<file path="src/common/eew_consts.vh">
// Constants for the erase/write controller
`ifndef EEW_CONSTS_VH
`define EEW_CONSTS_VH
`define EEW_CLK_MHZ        10
`define EEW_PULSE_MIN_MS   9
`define EEW_PULSE_MAX_MS   70
`define EEW_PULSE_MS       10
`define EEW_POST_WRITE_US  40
`define EEW_US_PER_MS      1000
`define EEW_CNT_W          20
`define EEW_ADDR_W         11
`define EEW_DATA_W         8
`define EEW_ERASED_BYTE    8'hFF
`define EEW_CMD_WRITE      2'h0
`define EEW_CMD_ERASE      2'h1
`define EEW_CMD_CHIP       2'h2
`define EEW_CMD_READ       2'h3
`define EEW_SYNC_W         2
`define EEW_SETUP_CYC      2
`endif

</file>
<file path="src/rtl/eew_sync.v">
// Two-flop synchroniser bank for pin inputs
`timescale 1ns/1ps
module eew_sync #(
    parameter W = 1
) (
    input  wire         i_clk,
    input  wire         i_rstn,
    input  wire [W-1:0] i_d,
    output wire [W-1:0] o_q
);
    reg [W-1:0] meta_ff;
    reg [W-1:0] sync_ff;
    genvar g;
    generate
        for (g = 0; g < W; g = g + 1) begin : g_bit
            always @(posedge i_clk or negedge i_rstn) begin
                if (!i_rstn) begin
                    meta_ff[g] <= 1'b0;
                    sync_ff[g] <= 1'b0;
                end else begin
                    meta_ff[g] <= i_d[g];
                    sync_ff[g] <= meta_ff[g];
                end
            end
        end
    endgenerate
    assign o_q = sync_ff;
endmodule

</file>
<file path="src/rtl/eew_ctrl.v">
// Host controller driving the erasable memory pins
`timescale 1ns/1ps
`include "eew_consts.vh"
// Notes on behaviour
// - Keep enable strobes high when idle
// - Programming pin raised, output enable high
// - Strobe held nine to seventy ms
// - Wait forty microseconds after each write
// - Erase byte with ones before writing
// - Chip erase: high output enable, ones
module eew_ctrl #(
    parameter [`EEW_CNT_W-1:0] PULSE_CYC = `EEW_PULSE_MS * `EEW_US_PER_MS * `EEW_CLK_MHZ,
    parameter [`EEW_CNT_W-1:0] GAP_CYC   = `EEW_POST_WRITE_US * `EEW_CLK_MHZ
) (
    input  wire                   i_clk,
    input  wire                   i_rstn,
    input  wire                   i_req,
    input  wire [1:0]             i_cmd,
    input  wire [`EEW_ADDR_W-1:0] i_addr,
    input  wire [`EEW_DATA_W-1:0] i_wdata,
    input  wire                   i_supply_ok,
    input  wire [`EEW_DATA_W-1:0] i_mem_dq,
    output wire                   o_ready,
    output reg                    o_done,
    output reg  [`EEW_DATA_W-1:0] o_rdata,
    output reg                    o_mem_ce_n,
    output reg                    o_mem_oe_n,
    output reg                    o_mem_we_n,
    output reg                    o_mem_oe_hv,
    output reg                    o_mem_vpp_hi,
    output reg  [`EEW_ADDR_W-1:0] o_mem_addr,
    output reg  [`EEW_DATA_W-1:0] o_mem_dq,
    output reg                    o_mem_dq_oe
);
    localparam ST_IDLE  = 3'h0;
    localparam ST_SETUP = 3'h1;
    localparam ST_PULSE = 3'h2;
    localparam ST_GAP   = 3'h3;
    localparam ST_READ  = 3'h4;
    localparam [`EEW_CNT_W-1:0] PULSE_N = PULSE_CYC;
    localparam [`EEW_CNT_W-1:0] GAP_N   = GAP_CYC;
    localparam [`EEW_CNT_W-1:0] SETUP_N = `EEW_SETUP_CYC;

    wire [`EEW_DATA_W:0] sync_q;
    wire                 supply_ok_s = sync_q[`EEW_DATA_W];
    eew_sync #(.W(`EEW_DATA_W + 1)) u_sync (
        .i_clk  (i_clk),
        .i_rstn (i_rstn),
        .i_d    ({i_supply_ok, i_mem_dq}),
        .o_q    (sync_q)
    );

    reg [2:0]             state_ff;
    reg [`EEW_CNT_W-1:0]  cnt_ff;
    reg [1:0]             cmd_ff;
    reg                   phase2_ff;
    reg                   abort_ff;
    reg [`EEW_DATA_W-1:0] data_ff;
    reg                   cmd_is_read;
    reg                   cmd_is_chip;

    wire cnt_zero      = (cnt_ff == {`EEW_CNT_W{1'b0}});
    wire pulse_end     = cnt_zero || !supply_ok_s;
    // A cut erase pulse leaves the byte unknown, so no data pass may follow
    wire data_pass_due = (cmd_ff == `EEW_CMD_WRITE) && !phase2_ff && !abort_ff && supply_ok_s;
    wire start_ok      = i_req && o_ready;

    assign o_ready = (state_ff == ST_IDLE) && supply_ok_s;

    // Request decode; byte erase and write share the erase-first pass
    always @* begin
        cmd_is_read = 1'b0;
        cmd_is_chip = 1'b0;
        case (i_cmd)
            `EEW_CMD_WRITE: begin
                cmd_is_read = 1'b0;
            end
            `EEW_CMD_ERASE: begin
                cmd_is_read = 1'b0;
            end
            `EEW_CMD_CHIP: begin
                cmd_is_chip = 1'b1;
            end
            `EEW_CMD_READ: begin
                cmd_is_read = 1'b1;
            end
            default: begin
                cmd_is_read = 1'b0;
            end
        endcase
    end

    always @(posedge i_clk or negedge i_rstn) begin
        if (!i_rstn) begin
            state_ff     <= ST_IDLE;
            cnt_ff       <= {`EEW_CNT_W{1'b0}};
            cmd_ff       <= `EEW_CMD_READ;
            phase2_ff    <= 1'b0;
            abort_ff     <= 1'b0;
            data_ff      <= {`EEW_DATA_W{1'b0}};
            o_done       <= 1'b0;
            o_rdata      <= {`EEW_DATA_W{1'b0}};
            o_mem_ce_n   <= 1'b1;
            o_mem_oe_n   <= 1'b1;
            o_mem_we_n   <= 1'b1;
            o_mem_oe_hv  <= 1'b0;
            o_mem_vpp_hi <= 1'b0;
            o_mem_addr   <= {`EEW_ADDR_W{1'b0}};
            o_mem_dq     <= {`EEW_DATA_W{1'b0}};
            o_mem_dq_oe  <= 1'b0;
        end else begin
            o_done <= 1'b0;
            case (state_ff)
                ST_IDLE: begin
                    o_mem_ce_n   <= 1'b1;
                    o_mem_we_n   <= 1'b1;
                    o_mem_oe_n   <= 1'b1;
                    o_mem_oe_hv  <= 1'b0;
                    o_mem_vpp_hi <= 1'b0;
                    o_mem_dq_oe  <= 1'b0;
                    if (start_ok) begin
                        cmd_ff     <= i_cmd;
                        o_mem_addr <= i_addr;
                        data_ff    <= i_wdata;
                        phase2_ff  <= 1'b0;
                        abort_ff   <= 1'b0;
                        cnt_ff     <= SETUP_N;
                        o_mem_ce_n <= 1'b0;
                        if (cmd_is_read) begin
                            state_ff   <= ST_READ;
                            o_mem_oe_n <= 1'b0;
                        end else begin
                            // Erase pass first for write, byte erase and chip erase
                            state_ff    <= ST_SETUP;
                            o_mem_dq    <= `EEW_ERASED_BYTE;
                            o_mem_dq_oe <= 1'b1;
                            o_mem_oe_hv <= cmd_is_chip;
                        end
                    end
                end
                ST_SETUP: begin
                    // Address and data settle before strobe
                    o_mem_vpp_hi <= 1'b1;
                    if (cnt_ff == {`EEW_CNT_W{1'b0}}) begin
                        state_ff   <= ST_PULSE;
                        cnt_ff     <= PULSE_N;
                        o_mem_we_n <= 1'b0;
                    end else begin
                        cnt_ff <= cnt_ff - 1'b1;
                    end
                end
                ST_PULSE: begin
                    // Pulse ends at the fixed PULSE_N count (10 ms by default), or early when the supply drops
                    if (pulse_end) begin
                        if (!supply_ok_s) begin
                            abort_ff <= 1'b1;
                        end
                        state_ff     <= ST_GAP;
                        cnt_ff       <= GAP_N;
                        o_mem_we_n   <= 1'b1;
                        o_mem_ce_n   <= 1'b1;
                        o_mem_oe_hv  <= 1'b0;
                        o_mem_vpp_hi <= 1'b0;
                        o_mem_dq_oe  <= 1'b0;
                    end else begin
                        cnt_ff <= cnt_ff - 1'b1;
                    end
                end
                ST_GAP: begin
                    if (cnt_zero) begin
                        if (data_pass_due) begin
                            state_ff    <= ST_SETUP;
                            phase2_ff   <= 1'b1;
                            cnt_ff      <= SETUP_N;
                            o_mem_ce_n  <= 1'b0;
                            o_mem_dq    <= data_ff;
                            o_mem_dq_oe <= 1'b1;
                        end else begin
                            state_ff <= ST_IDLE;
                            o_done   <= 1'b1;
                        end
                    end else begin
                        cnt_ff <= cnt_ff - 1'b1;
                    end
                end
                ST_READ: begin
                    // Wait out access plus synchroniser latency
                    if (cnt_ff == {`EEW_CNT_W{1'b0}}) begin
                        o_rdata    <= sync_q[`EEW_DATA_W-1:0];
                        o_done     <= 1'b1;
                        o_mem_ce_n <= 1'b1;
                        o_mem_oe_n <= 1'b1;
                        state_ff   <= ST_IDLE;
                    end else begin
                        cnt_ff <= cnt_ff - 1'b1;
                    end
                end
                default: begin
                    state_ff <= ST_IDLE;
                end
            endcase
        end
    end
endmodule

</file>
<file path="config.mk">
export PLATFORM = sky130hd
export DESIGN_NAME = eew_ctrl
export DESIGN_NICKNAME = d
export VERILOG_FILES = /design/src/rtl/eew_sync.v /design/src/rtl/eew_ctrl.v
export VERILOG_INCLUDE_DIRS = /design/src /design/src/common
export SDC_FILE = /design/constraint.sdc
export NUM_CORES = 1
export LEC_CHECK = 0
export ABC_AREA = 1
export BUFFER_PORTS_ARGS = -buffer_cell sky130_fd_sc_hd__buf_2
export CAP_MARGIN = 20
export CORE_UTILIZATION = 51
export DETAILED_ROUTE_END_ITERATION = 8
export PLACE_DENSITY = 0.71
export SYNTH_ARGS = -nofsm -noshare
export SYNTH_HDL_FRONTEND = slang
export SYNTH_SLANG_ARGS = --single-unit
</file>
<file path="constraint.sdc">
create_clock -name i_clk -period 1.8 [get_ports i_clk]
set_input_delay 0.18 -clock i_clk [delete_from_list [all_inputs] [get_ports i_clk]]
set_output_delay 0.18 -clock i_clk [all_outputs]
set_load 0.1 [all_outputs]
</file>
==> impl_metrics.ini, run 1 <==
[critical_path]
critical_path_peak_fanout = 6
crit_buf_inv = 2
crit_arrival_ns = 1.58
worst_path_dominant_cell_family = simple AND/OR/NAND/NOR gates
crit_path_cell_trace = buf_4 -> nor2_4 -> nand2_4 -> nor2_4 -> buf_6
slowest_stage = dfrtp_1
worstSetupEndpointType = output pin
crit_path_frequent_cell = nor2_4
r2r_slack_ns = 0.04
slowest_delay_ns = 0.40
cp.required_ns = 1.62
criticalPathCategory = flip-flop to output pin
critical_path.startpoint_type = flip-flop

[synth]
synth_mux_area_share_pct = 0
seq_area_frac_synth_pct = 52.12
synthXorXnorAreaFrac_pct = 1.673
synth-compound-area-share_pct = 4.600
synth_top_flop_cell = dfrtp_1
synthTopCellsByCount = 183 x nand2_1, 82 x dfrtp_1, 45 x nor2_1
postSynthNetCount = 531
synth_simple_gate_area_share_pct = 35.19
synth_area_leader_cell = dfrtp_1
netlist-cell-type-count = 31
postSynthRegisterBits = 87
synth_top_family_by_area = simple AND/OR/NAND/NOR gates
synth_warnings = 0
syn-instance-count = 496
cell_types_with_the_largest_area_share_after_synthesis = dfrtp_1 49%, nand2_1 16%, nand3_1 4.5%, nor2_1 4.0%, dfstp_2 3.1%
synth_fa_ha_area_share_pct = 0.5974
post-synth-top-count-cell = nand2_1
synthArstFlopShare_pct = 100.0
synth_area_um2 = 4189
synth-edff-count = 0
synth.avg_cell_area_um2 = 8.446
synth_top_area_share_pct = 48.98

[sta]
rsz_0062_raised_after_global_routing = yes
setup_violations = 0
max_freq_mhz = 567.7
finClkSkew_ns = 0.01181
slew_viol_final = 0
report.final.hold_viol_count = 0
slew_headroom_pct = 66.62
finalWorstPathRequiredPeriod_ns = 1.762
layout_worst_path_cycle_share_pct = 97.86
worst_slew_pin_slew_ns = 0.5007

[floorplanning]
start_util_pct = 53.38
placement_rows = 32
die_area_um2 = 8580
core-area_um2 = 7848
die_x_extent_um = 92.63
chipHeight_um = 92.63
design.portCount = 68

[power_and_ir_drop]
combPwrFrac_pct = 3.3
power_frac_clock_pct = 39.1
p_switching_mw = 0.7675
power_density_cells_nw_per_um2 = 631.3
power_frac_seq_pct = 57.6
finalPower_mw = 3.438
switching_share_pct = 22.32
p_leak_nw = 2.927
intPower_mw = 2.671
max-vdd-ir-drop_uv = 431.2

[global_routing]
grt_pass1_wl_um = 16800
globalRoute.totalOverflow = 0
antenna_found_initial = 0
number_of_global_route_vias_before_repair = 3626
grt_start_max_net_pins = 41
grtUsageTotal_pct = 25.62

[cells_and_area]
seq_area_um2 = 2185
multi_input_area_um2 = 1949
n_fill_cell = 637
fraction_of_final_layout_cells_sized_beyond_drive_strength_1_pct = 33.33
fin_area_um2 = 5446
fin_nets = 657
layout_area_overhead_pct = 30.02
antenna_diode_instance_count = 0

[routing]
route.final.wire_length_um = 10360
firstDrtPassIters = 5
drtIter0Drc = 165
routed-via-count = 3735
drc = 0
drt-wirelength-per-cell_um = 14.21
post_drt_via_cell_ratio = 5.123
final_antenna_violating_net_count = 0

[run]
max_cap_violations = 0

[placement]
dpl.hpwl_um = 7300
gpl.final_weighted_congestion = 0.9305
place_area_um2 = 4905
placement.io_buffers = 67

[clock_tree]
clk_path_buf_depth = 2
clk_root_buffer_cell = clkbuf_8
tritoncts_num_sinks = 87
worst_setup_hold_path_clk_slew_ns = 0.09
cts-buffers-inserted = 9
clkLatencyLatePin_ns = 0.36
cts_tree = done
h-tree-depth = 3

[min_path]
worstHoldPathType = primary input to flip-flop

[run_status]
outcome = finished clean
area by class of cell:
class                   count  share of cell area, %
clock inverters             5                  1.080
multi-input cells         360                  35.79
well taps                 102                  2.343
flip-flops and latches     87                  40.11
clock buffers              11                  2.412
repair buffers            124                  15.46
inverters                  40                  2.803
registers in the layout, summed over array words and instances (netlist names):
name            cells
o_mem_ce_n          1
cnt_ff             20
data_ff             8
o_mem_oe_n          1
u_sync.meta_ff      9
o_mem_oe_hv         1
o_mem_we_n          1
o_mem_vpp_hi        1
o_mem_dq            8
u_sync.o_q          9
cmd_ff              2
abort_ff            1
o_rdata             8
o_mem_addr         11
state_ff            3
o_done              1
phase2_ff           1
o_mem_dq_oe         1
worst min-delay path: stages:
cell and delay (ns):
buf_2 0.07, nand2_1 0.04, nand2_1 0.04
cell families after synthesis:
| kind of cell | after synthesis |
|---|---|
| AO/OA/AOI/OAI | 30 |
| XOR/XNOR | 8 |
| adder cells (fa/ha/maj) | 2 |
| buffers and inverters | 52 |
| flip-flops | 87 |
| AND/OR/NAND/NOR | 317 |
path summary, 6_finish.rpt:
kind | from | end | cells past startpoint
setup / recovery | state_ff[1] | o_ready | 5
hold / removal | i_addr[1] | o_mem_addr[1] | 3
setup reg to reg | cnt_ff[1] | state_ff[0] | 9
hold reg to reg | u_sync.meta_ff[1] | u_sync.o_q[1] | 0
max in group asynchronous | i_rstn | o_mem_ce_n | 3
min in group asynchronous | i_rstn | u_sync.meta_ff[3] | 2
metrics by stage:
stage               setup WS (ns)  cells  utilization [%]  hold slack, ns   TNS [ns]
floorplan                 -0.1502    496                -         -0.1156     -1.074
global placement          0.03720    693            62.50          0.1762          0
detailed placement      -0.003015    693            62.50          0.1803  -0.003015
CTS                     0.0003486    721            66.55       0.0009175          0
global route             -0.02658    729            69.40       0.0005932    -0.1811
finish                    0.03846    729            69.40        0.009712          0
what timing repair did:
| item | 4_1_cts | 5_1_grt |
|---|---|---|
| hold endpoints to repair | 44 | 0 |
| setup buffers | 0 | 5 |
| hold buffers | 12 | 0 |
| pin swaps | 0 | 7 |
| endpoints found under the setup margin | 6 | 34 |
| cloned | 0 | 3 |
| resized for setup | 2 | 42 |
routing by layer:
layer / vias to the layer above / wire [um] / part of all wire [%] / global-route usage [%]
met2: 130 / 5117 / 49 / 42.04
met1: 1766 / 4458 / 43 / 33.46
met5: - / 0 / 0 / 0
met4: 0 / 194 / 1.9 / 8.846
li1: 1821 / - / - / -
met3: 18 / 589 / 5.7 / 5.993
power groups by stage:
stage          Combinational (mW)  Sequential [mW]  Clock, mW
2_1_floorplan             0.00500             2.02          0
3_3_place_gp               0.0925             2.02          0
5_1_grt                     0.125             1.98       1.44
4_1_cts                     0.115             1.98       1.37
6_report                    0.112             1.98       1.35
3_5_place_dp               0.0950             2.02          0
cell usage in the layout, fill, tap and decap left out, types with 3 or more instances in the layout:
cell type	count
nand2_1	178
dfrtp_1	81
buf_2	65
buf_4	41
nor2_1	39
nand3_1	36
inv_1	31
nor2_4	16
nand4_1	12
dlygate4sd3_1	12
o21ai_2	10
nor2_2	9
o21ai_0	9
clkbuf_8	9
inv_2	8
nand2_2	8
xor2_1	8
nand2_4	6
nand3_2	5
a21oi_1	5
dfstp_2	5
nand3_4	4
nor3_2	3
buf_6	3
Power figures use the tool's default switching activity.
==> inputs of run 2 (changes only) <==
--- a/config.mk
+++ b/config.mk
@@ -13,3 +13,3 @@
 export DETAILED_ROUTE_END_ITERATION = 8
-export PLACE_DENSITY = 0.71
+export PLACE_DENSITY = 0.74
 export SYNTH_ARGS = -nofsm -noshare
--- a/constraint.sdc
+++ b/constraint.sdc
@@ -3,2 +3,2 @@
 set_output_delay 0.18 -clock i_clk [all_outputs]
-set_load 0.1 [all_outputs]
+set_load 0.005 [all_outputs]
==> run 2 against run 1 <==
Utilization grew 2.5 points; clock-buffer cell count shrank 1; non-clock buffer count grew 22; cell count grew 2.9%; clock skew shrank 0.0020 ns; routed wire length grew 5.1%; first-iteration DRC count grew 35%; global-route usage shrank 0.068 points; combinational power grew 16%; clock power grew 3%; largest cell class unchanged; critical path depth grew 2.
==> impl_metrics.ini, run 2 (synthesis results as in run 1) <==
[run_status]
outcome = finished clean

[clock_tree]
clk_path_buf_depth = 2
worst_setup_hold_path_clk_slew_ns = 0.10
tritoncts_num_sinks = 87
cts_tree = done
clkLatencyLatePin_ns = 0.38
cts-buffers-inserted = 9
h-tree-depth = 3
clk_root_buffer_cell = clkbuf_8

[cells_and_area]
fraction_of_final_layout_cells_sized_beyond_drive_strength_1_pct = 34.26
antenna_diode_instance_count = 0
fin_nets = 678
post-route-util_pct = 71.94
biggest_registers_after_layout = cnt_ff (20), o_mem_addr (11)
layout_area_overhead_pct = 34.77
commonest_non_fill_non_tap_cell_in_the_layout = nand2_1
most_frequent_cells_in_the_layout = 177 x nand2_1, 81 x dfrtp_1, 66 x buf_2, 52 x buf_4, 38 x nor2_1
largest_register_ff_count = 20
largest-register = cnt_ff
final-instance-count-excl-fill = 750

[global_routing]
globalRoute.totalOverflow = 0
number_of_global_route_vias_before_repair = 3672
grt_pass1_wl_um = 16850
grt_start_max_net_pins = 44
grtUsageTotal_pct = 25.55
antenna_found_initial = 0

[routing]
drt-wirelength-per-cell_um = 14.52
drc = 0
firstDrtPassIters = 5
route.final.wire_length_um = 10890
drtIter0Drc = 223
final_antenna_violating_net_count = 0
routed-via-count = 3918
post_drt_via_cell_ratio = 5.224

[critical_path]
regToRegEndpoint = o_mem_dq[0]
criticalPathCategory = flip-flop to flip-flop
critical_path.startpoint_type = flip-flop
critical_path_peak_fanout = 8
crit_arrival_ns = 2.06
cp.required_ns = 2.11
r2r_slack_ns = 0.05
worstSetupEndpointType = flip-flop
worst_r2r_path_depth = 7
crit-reg2reg-launch = cnt_ff[9]

[floorplanning]
die_x_extent_um = 92.63
placement_rows = 32
design.portCount = 68
chipHeight_um = 92.63
die_area_um2 = 8580
start_util_pct = 53.38
core-area_um2 = 7848

[min_path]
hold_depth = 3
worstHoldPathType = primary input to flip-flop
min_to = data_ff[1]
min-delay-start = i_wdata[1]

[power_and_ir_drop]
power_density_cells_nw_per_um2 = 620.4
p_leak_nw = 3.027
max-vdd-ir-drop_uv = 513.8
finalPower_mw = 3.502

[sta]
layout_setup_ws_ns = 0.05292
report.final.hold_viol_count = 0
max_freq_mhz = 572.4
setup_violations = 0
worst_slew_pin_slew_ns = 0.3627
slew_headroom_pct = 75.82
finalWorstPathRequiredPeriod_ns = 1.747
slew_viol_final = 0
rsz_0062_raised_after_global_routing = yes
finClkSkew_ns = 0.009772
layout_worst_path_cycle_share_pct = 97.06

[placement]
gpl.final_weighted_congestion = 0.9030
place_ws_ns = -0.06230
dpl.hpwl_um = 7193
placement.io_buffers = 67
dp.cells = 694

[run]
max_cap_violations = 0
run 2: area by class of cell:
| class | instances | area (um2) |
|---|---|---|
| fillers | 582 | 2202 |
| inverters | 40 | 150.1 |
| flip-flops and latches | 87 | 2185 |
| clock inverters | 6 | 60.06 |
| multi-input cells | 359 | 1948 |
| well taps | 102 | 127.6 |
| repair buffers | 146 | 1037 |
| clock buffers | 10 | 137.6 |
run 2: metal layers:
layer | share of wire, % | up-vias | track usage [%]
li1 | - | 1860 | -
met1 | 41 | 1887 | 31.22
met2 | 51 | 145 | 43.70
met3 | 5.6 | 26 | 6.486
met4 | 2.3 | 0 | 9.359
met5 | 0 | - | 0
run 2: timing repair:
action / 4_1_cts / 5_1_grt
pin swaps: 0 / 17
buffers inserted: 0 / 13
endpoints found under the setup margin: 7 / 62
hold buffers: 24 / 0
resized for setup: 1 / 46
cloned: 0 / 3
hold endpoints to repair: 41 / 0
run 2: power by group:
group,internal [mW],leakage (nW),switching [mW]
registers,1.97,1.09,0.00622
logic,0.0671,1.84,0.0632
clock network,0.581,0.103,0.811
run 2: through the flow:
stage | setup TNS, ns | hold WS [ns] | cell area (um2)
floorplan | 0 | -0.1156 | 4189
global placement | -0.05988 | 0.08779 | 4881
detailed placement | -0.2479 | 0.09027 | 4881
CTS | -0.002384 | 0.0006834 | 5324
global route | -0.4501 | -0.0007868 | 5645
finish | 0 | 0.006154 | 5645
run 2: worst max path at each step:
| stage | cells past startpoint | endpoint | startpoint | slack (ns) |
|---|---|---|---|---|
| floorplan | 12 | cnt_ff[16] | cnt_ff[0] | 0.17 |
| global placement | 9 | cnt_ff[5] | cnt_ff[1] | -0.03 |
| detailed placement | 9 | cnt_ff[5] | cnt_ff[1] | -0.06 |
| CTS | 9 | o_mem_dq[3] | cnt_ff[1] | -0.002 |
| global route | 9 | cnt_ff[17] | cnt_ff[1] | -0.07 |
| finish | 7 | o_mem_dq[0] | cnt_ff[9] | 0.05 |
run 2: critical path, cell delays in order (launching register included):
cell     delay [ns]
dfrtp_1        0.43
nor2_4         0.15
nand2_1        0.10
nor2_4         0.16
nand3_4        0.16
o21ai_4        0.31
nand3_4        0.19
o21ai_2        0.18
==> inputs of run 3 (changes only) <==
SETUP_SLACK_MARGIN = 0.05   (was not set)
SYNTH_HIERARCHICAL = 1   (was not set)
==> run 3 against run 2 <==
First-iteration DRC count increased by 70%; the run now ends with negative setup slack left; clock skew is essentially flat; combinational power hardly changed; die area stayed put; flip-flop and latch count is the same; non-clock buffer count unchanged; sequential share of layout area decreased by 0.43 points; critical path depth rose by 4; maximum frequency is 8.6% lower; routed wire length increased by 1.2%; via count up 0.66%; power rose by 0.29%.
==> impl_metrics.ini, run 3 <==
[floorplanning]
die_x_extent_um = 92.63
die_area_um2 = 8580
chipHeight_um = 92.63
start_util_pct = 53.38
placement_rows = 32
design.portCount = 68
core-area_um2 = 7848

[critical_path]
worst_r2r_path_depth = 11
criticalPathCategory = flip-flop to flip-flop
worst_path_dominant_cell_family = simple AND/OR/NAND/NOR gates
timing.critical_path.depth = 11
critical_path.startpoint_type = flip-flop
crit_path_cell_trace = inv_2 -> ha_4 -> nand3_1 -> nor2_1 -> nand2_1 -> nor2_4 -> nand2_4 -> nand2_8 -> nor2_4 -> nand3_1 -> nand2_1
crit_arrival_ns = 2.18
slowest_delay_ns = 0.41
critical_path_peak_fanout = 10
worstSetupEndpointType = flip-flop
crit_buf_inv = 1
cp.required_ns = 2.07
slowest_stage = dfrtp_1

[run_status]
outcome = finished, violations left
violations = negative setup slack

[synth]
postSynthRegisterBits = 87
netlist-cell-type-count = 31
synth-edff-count = 0
synth_area_leader_cell = dfrtp_1
syn-instance-count = 496
post-synth-top-count-cell = nand2_1
synth_top_flop_cell = dfrtp_1
synth_top_area_share_pct = 48.98
seq_area_frac_synth_pct = 52.12
synth.avg_cell_area_um2 = 8.446
synthTopCellsByCount = 183 x nand2_1, 82 x dfrtp_1, 45 x nor2_1
postSynthNetCount = 531
synth_area_um2 = 4189
synth_warnings = 6
synthArstFlopShare_pct = 100.0
cell_types_with_the_largest_area_share_after_synthesis = dfrtp_1 49%, nand2_1 16%, nand3_1 4.5%, nor2_1 4.0%, dfstp_2 3.1%

[cells_and_area]
biggest_registers_after_layout = cnt_ff (20), o_mem_addr (11)
most_frequent_cells_in_the_layout = 176 x nand2_1, 81 x dfrtp_1, 66 x buf_2, 51 x buf_4, 38 x nor2_1
fin_nets = 679
fin_area_um2 = 5709
fraction_of_final_layout_cells_sized_beyond_drive_strength_1_pct = 35.90
commonest_non_fill_non_tap_cell_in_the_layout = nand2_1
final-instance-count-excl-fill = 751
post-route-util_pct = 72.75
largest-register = cnt_ff
largest_register_ff_count = 20
antenna_diode_instance_count = 0
layout_area_overhead_pct = 36.29
n_fill_cell = 577

[sta]
slew_viol_final = 0
max_freq_mhz = 523.2
report.final.hold_viol_count = 0
finClkSkew_ns = 0.009948
worst_slew_pin_slew_ns = 0.3881
finalWorstPathRequiredPeriod_ns = 1.911
rsz_0062_raised_after_global_routing = yes
slew_headroom_pct = 74.03
setup_violations = 23
holdWs_ns = 0.006645
layout_setup_ws_ns = -0.1114
layout_worst_path_cycle_share_pct = 106.2

[power_and_ir_drop]
max-vdd-ir-drop_uv = 514.6
power_density_cells_nw_per_um2 = 615.2
p_leak_nw = 3.033

[clock_tree]
cts_tree = done
worst_setup_hold_path_clk_slew_ns = 0.09
cts-buffers-inserted = 9
h-tree-depth = 3
clk_path_buf_depth = 2
clkLatencyLatePin_ns = 0.38
clk_root_buffer_cell = clkbuf_8
tritoncts_num_sinks = 87

[min_path]
hold_depth = 3
worstHoldPathType = primary input to flip-flop

[routing]
route.final.wire_length_um = 11020
final_antenna_violating_net_count = 0
drtIter0Drc = 380
firstDrtPassIters = 5
post_drt_via_cell_ratio = 5.252
drt-wirelength-per-cell_um = 14.68
routed-via-count = 3944
drc = 0

[global_routing]
grtUsageTotal_pct = 25.64
grt_pass1_wl_um = 16910
antenna_found_initial = 0
gr-max-usage-layer = met2
number_of_global_route_vias_before_repair = 3690
grt.met3_usage_pct = 6.486
globalRoute.totalOverflow = 0
met2_routing_resource_usage_after_global_routing_pct = 44.07
grt_start_max_net_pins = 44
grt_use_met1_pct = 31.16

[placement]
dpl.hpwl_um = 7193
dp.cells = 694
place_area_um2 = 4881
gpl.final_weighted_congestion = 0.9030
placement.io_buffers = 67

[run]
max_cap_violations = 0
-- run 3: cell counts after synthesis --
No cell type changed its count.
-- run 3: worst paths after layout --
kind	start	slack, ns	end
max in group asynchronous	i_rstn	0.87	o_mem_ce_n
worst min-delay path	i_wdata[1]	0.007	data_ff[1]
worst max register to register	cnt_ff[1]	-0.11	cnt_ff[18]
worst min register to register	u_sync/meta_ff[6]	0.35	u_sync/o_q[6]
worst max-delay path	cnt_ff[1]	-0.11	cnt_ff[18]
min in group asynchronous	i_rstn	0.23	cnt_ff[3]
-- run 3: layout make-up --
class	instances	area [um2]	share of cell area, %
Sequential cell	87	2185	38.26
Multi-Input combinational cell	360	2017	35.33
Timing Repair Buffer	146	1027	17.99
Inverter	40	155.1	2.718
Clock buffer	10	137.6	2.411
Tap cell	102	127.6	2.235
Clock inverter	6	60.06	1.052
-- run 3: power by group --
| group | switching (mW) | leakage, nW | internal (mW) |
|---|---|---|---|
| clock network | 0.821 | 0.103 | 0.581 |
| logic | 0.0627 | 1.84 | 0.0671 |
| registers | 0.00628 | 1.09 | 1.97 |
| total | 0.890 | 3.03 | 2.62 |
-- run 3: timing repair --
| item | 4_1_cts | 5_1_grt |
|---|---|---|
| gates cloned | 0 | 3 |
| hold buffers | 24 | 0 |
| resized for setup | 6 | 60 |
| buffers inserted | 1 | 13 |
| pin swaps | 4 | 25 |
| setup endpoints to repair | 22 | 62 |
| endpoints found under the hold margin | 41 | 0 |
-- run 3: metrics by stage --
step	TNS, ns	power (mW)	setup WS (ns)
after floorplan	0	2.022	0.1683
after global placement	-0.05988	2.105	-0.02554
after detailed placement	-0.2479	2.109	-0.06230
after CTS	0	3.522	0.04103
after global routing	-4.010	3.618	-0.2110
final	-1.702	3.512	-0.1114
-- run 3: kinds of logic (layout without fill, tap and decap cells) --
family	Yosys count	in the layout	share of synthesized area, %
buffers and inverters	52	202	5.824
adder cells (fa/ha/maj)	2	2	0.5973
AO/OA/AOI/OAI	30	30	4.600
XOR/XNOR	8	8	1.673
AND/OR/NAND/NOR	317	320	35.19
flip-flops	87	87	52.12
-- run 3: metal layers --
layer	vias up	part of all wire [%]
met2	161	52
met4	0	2.6
li1	1862	-
met1	1893	40
met5	-	0
met3	28	5.8
-- run 3: worst min-delay path, delay by kind of cell --
family / cells / cell delay (ns)
buffers and inverters: 1 / 0.08
and+or+nand+nor: 2 / 0.08
